$ cat config.mk
export PLATFORM = sky130hd
export DESIGN_NAME = spi_status_and_interrupt_clear
export DESIGN_NICKNAME = d
export VERILOG_FILES = /design/src/spi_flags_pkg.sv /design/src/spi_status_and_interrupt_clear.sv
export SDC_FILE = /design/constraint.sdc
export NUM_CORES = 1
export LEC_CHECK = 0
export BUFFER_PORTS_ARGS = -buffer_cell sky130_fd_sc_hd__clkbuf_2
export CORE_ASPECT_RATIO = 0.5
export CORE_UTILIZATION = 42
export DETAILED_ROUTE_END_ITERATION = 12
export HOLD_SLACK_MARGIN = 0.1
export PLACE_DENSITY = 0.83
export RECOVER_POWER = 25
export SETUP_SLACK_MARGIN = 0.5
export SYNTH_ARGS = -nofsm -noshare
export SYNTH_HDL_FRONTEND = slang
export SYNTH_SLANG_ARGS = --single-unit
$ cat constraint.sdc
create_clock -name hclk -period 6.59 [get_ports hclk]
set_input_delay 0.9885 -clock hclk [delete_from_list [all_inputs] [get_ports hclk]]
set_output_delay 0.9885 -clock hclk [all_outputs]
set_load 0.005 [all_outputs]
$ cat src/spi_flags_pkg.sv
package spi_flags_pkg;

  // Register byte addresses
  localparam logic [7:0] live_flags_addr = 8'h00;
  localparam logic [7:0] irq_ack_addr = 8'h04;
  localparam logic [7:0] irq_enable_addr = 8'h08;
  localparam logic [7:0] masked_flags_addr = 8'h0c;
  localparam logic [7:0] frame_count_addr = 8'h10;

  // Live flag bit positions
  localparam int bit_active = 14;
  localparam int bit_select = 13;
  localparam int bit_first = 12;
  localparam int bit_tx_empty_soon = 11;
  localparam int bit_tx_empty = 10;
  localparam int bit_tx_full_soon = 9;
  localparam int bit_tx_full = 8;
  localparam int bit_rx_empty_soon = 7;
  localparam int bit_rx_empty = 6;
  localparam int bit_rx_full_soon = 5;
  localparam int bit_rx_full = 4;
  localparam int bit_starved = 3;
  localparam int bit_dropped = 2;
  localparam int bit_rx_count = 1;
  localparam int bit_tx_count = 0;

  // Acknowledge bit positions
  localparam int ack_select_end = 5;
  localparam int ack_starved = 3;
  localparam int ack_dropped = 2;
  localparam int ack_rx_ready = 1;
  localparam int ack_tx_finished = 0;
  localparam int ack_reserved = 4;

  localparam int irq_bits = 6;
  localparam logic [5:0] frame_count_reset = 6'h01;

  localparam logic [1:0] htrans_nonseq = 2'h2;
  localparam logic [2:0] hsize_word = 3'h2;

  // Events reported by the surrounding controller, one-cycle pulses
  typedef struct packed {
    logic tx_frame_done;
    logic rx_frame_done;
    logic tx_word_needed;
    logic select_end;
  } core_events_t;

  // Live levels from the controller
  typedef struct packed {
    logic active;
    logic select_level;
    logic head_is_first;
    logic master_mode;
    logic [4:0] tx_level;
    logic [4:0] rx_level;
  } core_levels_t;

  typedef struct packed {
    logic [31:0] hrdata;
    logic pend_write;
    logic [7:0] pend_addr;
    logic [5:0] raw;
    logic [5:0] enable;
    logic [5:0] frame_count;
    logic [5:0] tx_frames;
    logic [5:0] rx_frames;
  } state_t;

endpackage

$ cat src/spi_status_and_interrupt_clear.sv
`timescale 1ns/100ps

// Notes on behaviour
// RULE1 - Bit 14 shows a frame shifting
// RULE2 - Bit 13 shows select level live
// RULE3 - Bit 12 marks first frame of packet
// RULE4 - Bits 10, 11 transmit empty and nearly
// RULE5 - Bits 8, 9 transmit full and nearly
// RULE6 - Bits 6, 7 receive empty and nearly
// RULE7 - Bits 4, 5 receive full and nearly
// RULE8 - Bit 3 transmit starved on empty queue
// RULE9 - Master shifts only with queued word
// RULE10 - Bit 2 received frame dropped when full
// RULE11 - Bit 1 frame count received
// RULE12 - Bit 0 frame count sent
// RULE13 - Status word computed live, never held
// RULE14 - Small variant reserves bits 31 to 12
// RULE15 - Acknowledge bits 2, 3 clear errors
// RULE16 - Acknowledge bit 1 clears receive ready
// RULE17 - Acknowledge bit 0 clears transmit done
// RULE18 - Acknowledge register reads zero, no effect
// RULE19 - Small variant reserves acknowledge bits 31:4
// RULE20 - Software reads masked word for cause
// RULE21 - Acknowledge bit 5 clears select end
// RULE22 - Masked bit is enable AND raw
module spi_status_and_interrupt_clear
  import spi_flags_pkg::*;
#(
  parameter int queue_depth = 16,
  parameter bit small_variant = 1'b0
) (
  // Bus
  input wire logic hclk,
  input wire logic hresetn,
  input wire logic hsel,
  input wire logic [31:0] haddr,
  input wire logic [1:0] htrans,
  input wire logic hwrite,
  input wire logic [2:0] hsize,
  input wire logic [31:0] hwdata,
  input wire logic hready,
  output logic hreadyout,
  output logic hresp,
  output logic [31:0] hrdata,
  // Controller
  input wire core_events_t events,
  input wire core_levels_t levels,
  output logic tx_start_allowed,
  output logic tx_pop,
  output logic rx_push,
  output logic irq
);

  // Field widths and parameter limits
  localparam int level_width = 5;
  localparam int count_width = 6;
  localparam int queue_depth_min = 2;
  localparam int queue_depth_max = (1 << level_width) - 1;
  localparam int pad_width = $bits(hrdata) - irq_bits;
  localparam logic [count_width-1:0] count_max = '1;
  localparam logic [count_width-1:0] count_zero = '0;
  localparam logic [count_width-1:0] count_one = count_width'(1);

  // Elaboration checks
  if (queue_depth < queue_depth_min || queue_depth > queue_depth_max) begin : g_bad_depth
    $error("queue_depth out of range");
  end
  if (irq_bits != ack_select_end + 1) begin : g_bad_irq_bits
    $error("irq_bits does not cover the acknowledge bits");
  end
  if (count_width != irq_bits) begin : g_bad_count_width
    $error("frame count and acknowledge widths differ");
  end
  if (live_flags_addr[1:0] != 2'h0 || irq_ack_addr[1:0] != 2'h0) begin : g_bad_align
    $error("register addresses must be word aligned");
  end

  // Queue level constants
  localparam logic [4:0] depth_c = 5'(queue_depth);
  localparam logic [4:0] one_c = 5'h01;
  localparam logic [4:0] zero_c = 5'h00;

  // Register values after reset
  localparam state_t state_reset = '{
    hrdata: '0,
    pend_write: 1'b0,
    pend_addr: '0,
    raw: '0,
    enable: '0,
    frame_count: frame_count_reset,
    tx_frames: '0,
    rx_frames: '0
  };

  // Fill flags of one queue
  typedef struct packed {
    logic empty_soon;
    logic empty;
    logic full_soon;
    logic full;
  } queue_flags_t;

  // One select line per register
  typedef struct packed {
    logic live_flags;
    logic irq_ack;
    logic irq_enable;
    logic masked_flags;
    logic frame_count;
  } reg_sel_t;

  // State and its next value
  state_t s_r;
  state_t s_nxt;

  // Status word and queue flags
  logic [31:0] live;
  queue_flags_t tx_q;
  queue_flags_t rx_q;
  logic tx_empty;
  logic rx_full;
  logic active_bit;
  logic select_bit;
  logic first_bit;
  logic rx_count_done;
  logic tx_count_done;

  // Queue strobes and qualified events
  logic tx_sent;
  logic rx_stored;
  logic starved_now;
  logic dropped_now;
  logic select_end_now;

  // Bus decode
  logic addr_phase;
  reg_sel_t addr_sel;
  reg_sel_t pend_sel;
  logic wr_enable;
  logic wr_count;
  logic wr_ack;
  logic [31:0] read_word;

  // Interrupt sources
  logic [irq_bits-1:0] ack;
  logic [irq_bits-1:0] set_src;
  logic [irq_bits-1:0] raw_next;
  logic [irq_bits-1:0] masked;
  logic [count_width-1:0] tx_count_next;
  logic [count_width-1:0] rx_count_next;

  function automatic logic hit(input logic [7:0] a, input logic [7:0] reg_addr);
    hit = (a == reg_addr);
  endfunction

  // Fill flags from a queue level
  function automatic queue_flags_t queue_flags(input logic [4:0] level);
    queue_flags_t f;
    f.empty_soon = (level == one_c);
    f.empty = (level == zero_c);
    f.full_soon = (level == depth_c - one_c);
    f.full = (level == depth_c);
    return f;
  endfunction

  // Register select from a byte address
  function automatic reg_sel_t reg_select(input logic [7:0] a);
    reg_sel_t r;
    r.live_flags = 1'b0;
    r.irq_ack = 1'b0;
    r.irq_enable = 1'b0;
    r.masked_flags = 1'b0;
    r.frame_count = 1'b0;
    if (hit(a, live_flags_addr)) begin
      r.live_flags = 1'b1;
    end else if (hit(a, irq_ack_addr)) begin
      r.irq_ack = 1'b1;
    end else if (hit(a, irq_enable_addr)) begin
      r.irq_enable = 1'b1;
    end else if (hit(a, masked_flags_addr)) begin
      r.masked_flags = 1'b1;
    end else if (hit(a, frame_count_addr)) begin
      r.frame_count = 1'b1;
    end
    return r;
  endfunction

  // Six-bit register in the low end of a bus word
  function automatic logic [31:0] low_field(input logic [irq_bits-1:0] v);
    return {{pad_width{1'b0}}, v};
  endfunction

  // Queue flags and qualified events
  assign tx_q = queue_flags(levels.tx_level);
  assign rx_q = queue_flags(levels.rx_level);
  assign tx_empty = tx_q.empty;
  assign rx_full = rx_q.full;
  assign starved_now = events.tx_word_needed && tx_empty && !levels.master_mode; // RULE8
  assign dropped_now = events.rx_frame_done && rx_full; // RULE10
  assign rx_count_done = (s_r.rx_frames >= s_r.frame_count) && !rx_q.empty; // RULE11
  assign tx_count_done = (s_r.tx_frames >= s_r.frame_count); // RULE12
  assign masked = s_r.enable & s_r.raw; // RULE22

  // Packet indications exist only on the larger variant
  if (small_variant) begin : g_small
    assign active_bit = 1'b0;
    assign select_bit = 1'b0;
    assign first_bit = 1'b0;
    assign select_end_now = 1'b0;
  end else begin : g_full
    assign active_bit = levels.active; // RULE1
    assign select_bit = levels.select_level; // RULE2
    assign first_bit = levels.head_is_first && !rx_q.empty; // RULE3
    assign select_end_now = events.select_end; // RULE21
  end

  // Bus decode
  assign addr_phase = hsel && hready && (htrans == htrans_nonseq);
  assign addr_sel = reg_select(haddr[7:0]);
  assign pend_sel = reg_select(s_r.pend_addr);
  assign wr_enable = s_r.pend_write && pend_sel.irq_enable;
  assign wr_count = s_r.pend_write && pend_sel.frame_count;
  assign wr_ack = s_r.pend_write && pend_sel.irq_ack;

  // Queue strobes
  assign tx_start_allowed = !levels.master_mode || !tx_empty; // RULE9
  assign tx_pop = events.tx_word_needed && !tx_empty;
  assign rx_push = events.rx_frame_done && !rx_full;
  assign tx_sent = events.tx_frame_done && !(levels.master_mode && tx_empty); // RULE9
  assign rx_stored = rx_push;

  // Live status word
  always_comb begin
    live = 32'h0000_0000;
    live[bit_tx_empty_soon] = tx_q.empty_soon; // RULE4
    live[bit_tx_empty] = tx_q.empty; // RULE4
    live[bit_tx_full_soon] = tx_q.full_soon; // RULE5
    live[bit_tx_full] = tx_q.full; // RULE5
    live[bit_rx_empty_soon] = rx_q.empty_soon; // RULE6
    live[bit_rx_empty] = rx_q.empty; // RULE6
    live[bit_rx_full_soon] = rx_q.full_soon; // RULE7
    live[bit_rx_full] = rx_q.full; // RULE7
    live[bit_starved] = starved_now; // RULE8 RULE13
    live[bit_dropped] = dropped_now; // RULE10 RULE13
    live[bit_rx_count] = rx_count_done; // RULE11 RULE13
    live[bit_tx_count] = tx_count_done; // RULE12 RULE13
    live[bit_active] = active_bit; // RULE1 RULE14
    live[bit_select] = select_bit; // RULE2 RULE14
    live[bit_first] = first_bit; // RULE3 RULE14
  end

  // Read data for the register named in the address phase
  always_comb begin
    read_word = 32'h0000_0000;
    if (addr_sel.live_flags) begin
      read_word = live;
    end else if (addr_sel.irq_ack) begin
      read_word = 32'h0000_0000; // RULE18
    end else if (addr_sel.irq_enable) begin
      read_word = low_field(s_r.enable);
    end else if (addr_sel.masked_flags) begin
      read_word = low_field(masked); // RULE20 RULE22
    end else if (addr_sel.frame_count) begin
      read_word = low_field(s_r.frame_count);
    end
  end

  // Acknowledge strobes from a write data phase
  always_comb begin
    ack = '0;
    if (wr_ack) begin
      ack = hwdata[irq_bits-1:0];
      ack[ack_reserved] = 1'b0;
      if (small_variant) begin
        ack[ack_select_end] = 1'b0; // RULE19
      end
    end
  end

  // Frame counters restart on acknowledge and stop at their top value
  always_comb begin
    tx_count_next = s_r.tx_frames;
    rx_count_next = s_r.rx_frames;
    if (ack[ack_tx_finished]) begin
      tx_count_next = count_zero; // RULE17
    end
    if (ack[ack_rx_ready]) begin
      rx_count_next = count_zero; // RULE16
    end
    if (tx_sent && tx_count_next != count_max) begin
      tx_count_next = tx_count_next + count_one;
    end
    if (rx_stored && rx_count_next != count_max) begin
      rx_count_next = rx_count_next + count_one;
    end
  end

  // Events that raise an interrupt source
  always_comb begin
    set_src = '0;
    set_src[ack_tx_finished] = tx_sent && (tx_count_next >= s_r.frame_count); // RULE12
    set_src[ack_rx_ready] = rx_stored && (rx_count_next >= s_r.frame_count); // RULE11
    set_src[ack_dropped] = dropped_now; // RULE10
    set_src[ack_starved] = starved_now; // RULE8
    set_src[ack_select_end] = select_end_now; // RULE21
  end

  // Each source: a set in the same cycle wins over its acknowledge
  for (genvar i = 0; i < irq_bits; i++) begin : g_raw
    if (i == ack_reserved) begin : g_hole
      assign raw_next[i] = 1'b0;
    end else begin : g_src
      assign raw_next[i] = set_src[i] || (s_r.raw[i] && !ack[i]); // RULE15 RULE16 RULE17 RULE21
    end
  end

  // Next state
  always_comb begin
    s_nxt = s_r;
    s_nxt.hrdata = 32'h0000_0000;
    // Write data phase
    if (wr_enable) begin
      s_nxt.enable = hwdata[irq_bits-1:0];
    end
    if (wr_count) begin
      s_nxt.frame_count = hwdata[count_width-1:0];
    end
    // Address phase
    s_nxt.pend_write = 1'b0;
    if (addr_phase) begin
      s_nxt.pend_write = hwrite;
      s_nxt.pend_addr = haddr[7:0];
      if (!hwrite) begin
        s_nxt.hrdata = read_word;
      end
    end
    // Counters and interrupt sources
    s_nxt.tx_frames = tx_count_next;
    s_nxt.rx_frames = rx_count_next;
    s_nxt.raw = raw_next; // RULE15 RULE16 RULE17 RULE21
  end

  // State register
  always_ff @(posedge hclk or negedge hresetn) begin
    if (!hresetn) begin
      s_r <= state_reset;
    end else begin
      s_r <= s_nxt;
    end
  end

  // Outputs
  assign hreadyout = 1'b1;
  assign hresp = 1'b0;
  assign hrdata = s_r.hrdata;
  assign irq = |masked; // RULE22

endmodule

==> results.json <==
{
  "antenna_left": 0,
  "final_cells": 467,
  "grt_overflow": 0,
  "critPathKind": "reg2reg",
  "clockBufferDepth": 2,
  "fin_crit_sh": 0.616,
  "diodes": 0,
  "worst_ep_required_time_ps": 6780,
  "dp_cells": 459,
  "crit_arrival_ps": 4240,
  "power_density_nw_per_um2": 282,
  "power_leakage_nw": 1.78,
  "route.detailed.drc": 0,
  "gp_congestion": 0.815,
  "root_buffer": "clkbuf_16",
  "synthDistinctLibCells": 58,
  "fin_area_um2": 3700,
  "crit_fanout": 6,
  "grtUsageTotal": 0.186,
  "synth_edf_count": 0,
  "synthCells": 313,
  "fin_skew_ps": 4.97,
  "hold_start": "s_r[35]",
  "hp-class": "reg2reg",
  "vias_per_cell": 5.35,
  "syn_avg_cell_area_um2": 10.6,
  "min_period_ps": 4060,
  "die_area_um2": 8270,
  "min_path_cells": 1,
  "start_kind": "register",
  "cts-buffers-inserted": 5,
  "violations": "max-capacitance violations, max-slew violations",
  "status": "finished with violations",
  "drive_above_1_share": 0.267,
  "seqCellArea_um2": 1330,
  "synth_area_leaders": "dfrtp_1 (39%), ha_1 (9.8%), buf_4 (7.7%), mux2_2 (4.8%), mux2_4 (2.7%)",
  "hpwl_um": 5400,
  "synth_top_area_cell": "dfrtp_1",
  "cts_tree": "built",
  "worstReg2RegStart": "s_r[31]",
  "ys.flop_type": "dfrtp_1",
  "grt_pass1_wl_um": 11800,
  "clkLatencyLatePin_ps": 290,
  "yosysSeqAreaShare": 0.401,
  "setup_tns_ps": 0,
  "num-fill-cells": 698,
  "synth_warnings": 0,
  "vias": 2497,
  "drt-pass1-iter-count": 5,
  "start_util": 0.442,
  "post_cts_resized": 0,
  "multi_input_area_um2": 1730,
  "syn_area_um2": 3310,
  "die_h_um": 64.8,
  "die_width_um": 128,
  "path_clk_slew_ps": 70,
  "hold_buffers": 0,
  "post_dp_cell_area_um2": 3530,
  "grt_antenna_before_repair": 0,
  "synthArstFlopShare": 1.00,
  "r2r_setup_slack_ps": 2530,
  "core_area_um2": 7490,
  "fmax_mhz": 246,
  "cp-end-kind": "register",
  "portBuffers": 57,
  "cts.sinks": 53,
  "rsz0062_at_grt": "false",
  "ir_drop_uv": 146,
  "p_total_w": 0.00104,
  "hold_end": "s_r[35]",
  "row_count": 22,
  "drt_iter0_markers": 205,
  "ios": 130,
  "slew_headroom": -0.827,
  "ys_seq_elements": 53,
  "post_drt_wl_per_cell_um": 15.6,
  "reg2reg_depth": 15,
  "syn_to_final_growth_pct": 11.6,
  "drt-total-wl_um": 7280,
  "grt_max_degree": 54,
  "drv_slew": 54,
  "synth_top_area_frac": 0.393,
  "cts_setup_buffers": 0,
  "setup_viol": 0,
  "first_global_vias": 2409,
  "worst_pin_slew_ps": 2740,
  "htreeDepth": 2,
  "finalHoldViolCount": 0,
  "drv_cap": 1,
  "fin_nets": 476,
  "r2r-end": "s_r[25]"
}
worst max-delay path, stage by stage (launching register included):
cell and delay (ps):
dfrtp_1 390, or4_4 580, nor4b_4 330, nand4b_1 360, and2_1 300, ha_1 220
and4_1 230, nand2_1 100, a21oi_1 100, a22oi_1 190, ha_1 250, nand2b_1 140
a211oi_1 230, o21ai_0 140, a21o_1 190, a22o_1 190
routing by layer:
metal	part of all wire	vias up	track usage	routed length, um
li1	-	1190	-	-
met1	0.45	1207	0.248	3300
met2	0.47	88	0.304	3420
met3	0.060	12	0.0405	436
met4	0.015	0	0.0574	111
met5	0	-	0	0
worst max-delay path by stage:
stage                 start      end  slack, ps  cells past startpoint
floorplan           s_r[31]  s_r[25]       3090                     15
detailed placement  s_r[31]  s_r[25]       2560                     15
global route        s_r[31]  s_r[25]       2360                     15
global placement    s_r[31]  s_r[25]       2660                     15
CTS                 s_r[31]  s_r[25]       2530                     15
finish              s_r[31]  s_r[25]       2530                     15
cells in the final DEF (no fill, tap or decap), types with 3 or more instances in the layout:
cell type and instances:
nor4_1 3, nor3b_1 3, a22o_1 3, nor2_1 12, conb_1 19, and2_1 5
clkbuf_16 5, nand2b_1 14, a21oi_1 14, mux2_4 6, a32o_1 4, mux2_2 14
nand4b_1 4, a32oi_1 3, ha_1 26, o21ai_0 7, nand3_1 9, a31oi_1 5
or4_4 3, nor3_1 6, a22oi_1 3, a211oi_1 3, clkbuf_2 57, dfrtp_1 52
inv_1 11, nand2_1 20, and3_1 3, a21o_1 6
state kept, by name, indices dropped and copies added, names as in the netlist:
register and flops:
hrdata 15, s_r 38
power by group:
group          switching (W)  leakage, nW  internal [W]  total (W)
clock network       0.000119       0.0841      0.000190   0.000309
logic               0.000149         1.05      0.000141   0.000290
registers          0.0000680        0.650      0.000376   0.000444
cells in the mapped netlist (5+ instances only):
library cell / n
nand2_1: 20
o21ai_0: 7
a21o_1: 6
mux2_4: 6
dfrtp_1: 52
mux2_2: 14
buf_4: 34
nor3_1: 6
inv_1: 11
nand2b_1: 14
and2_1: 5
a21oi_1: 14
nand3_1: 9
ha_1: 26
nor2_1: 12
a31oi_1: 5
cells by family after synthesis:
kind of cell	synth area share
other cells	0.00227
mux	0.0808
fa+ha+maj	0.0982
flops	0.401
buf+inv	0.0956
xor+xnor	0.00529
simple gates	0.184
compound gates	0.133
area by class of cell:
class                      count  area share
sequential                    53       0.359
timing repair buffer          58      0.0782
multi-input combinational    229       0.468
inverter                      11      0.0112
clock inverter                 1     0.00812
tap                          108      0.0365
clock buffer                   7      0.0386
metrics by stage:
step	hold slack [ps]	utilization	worst slack [ps]
final	513	0.494	2530
after global routing	534	0.494	2360
after global placement	492	0.471	2660
after CTS	518	0.494	2530
after detailed placement	503	0.471	2560
after floorplan	462	-	3090
(Power assumes the default switching activity.)
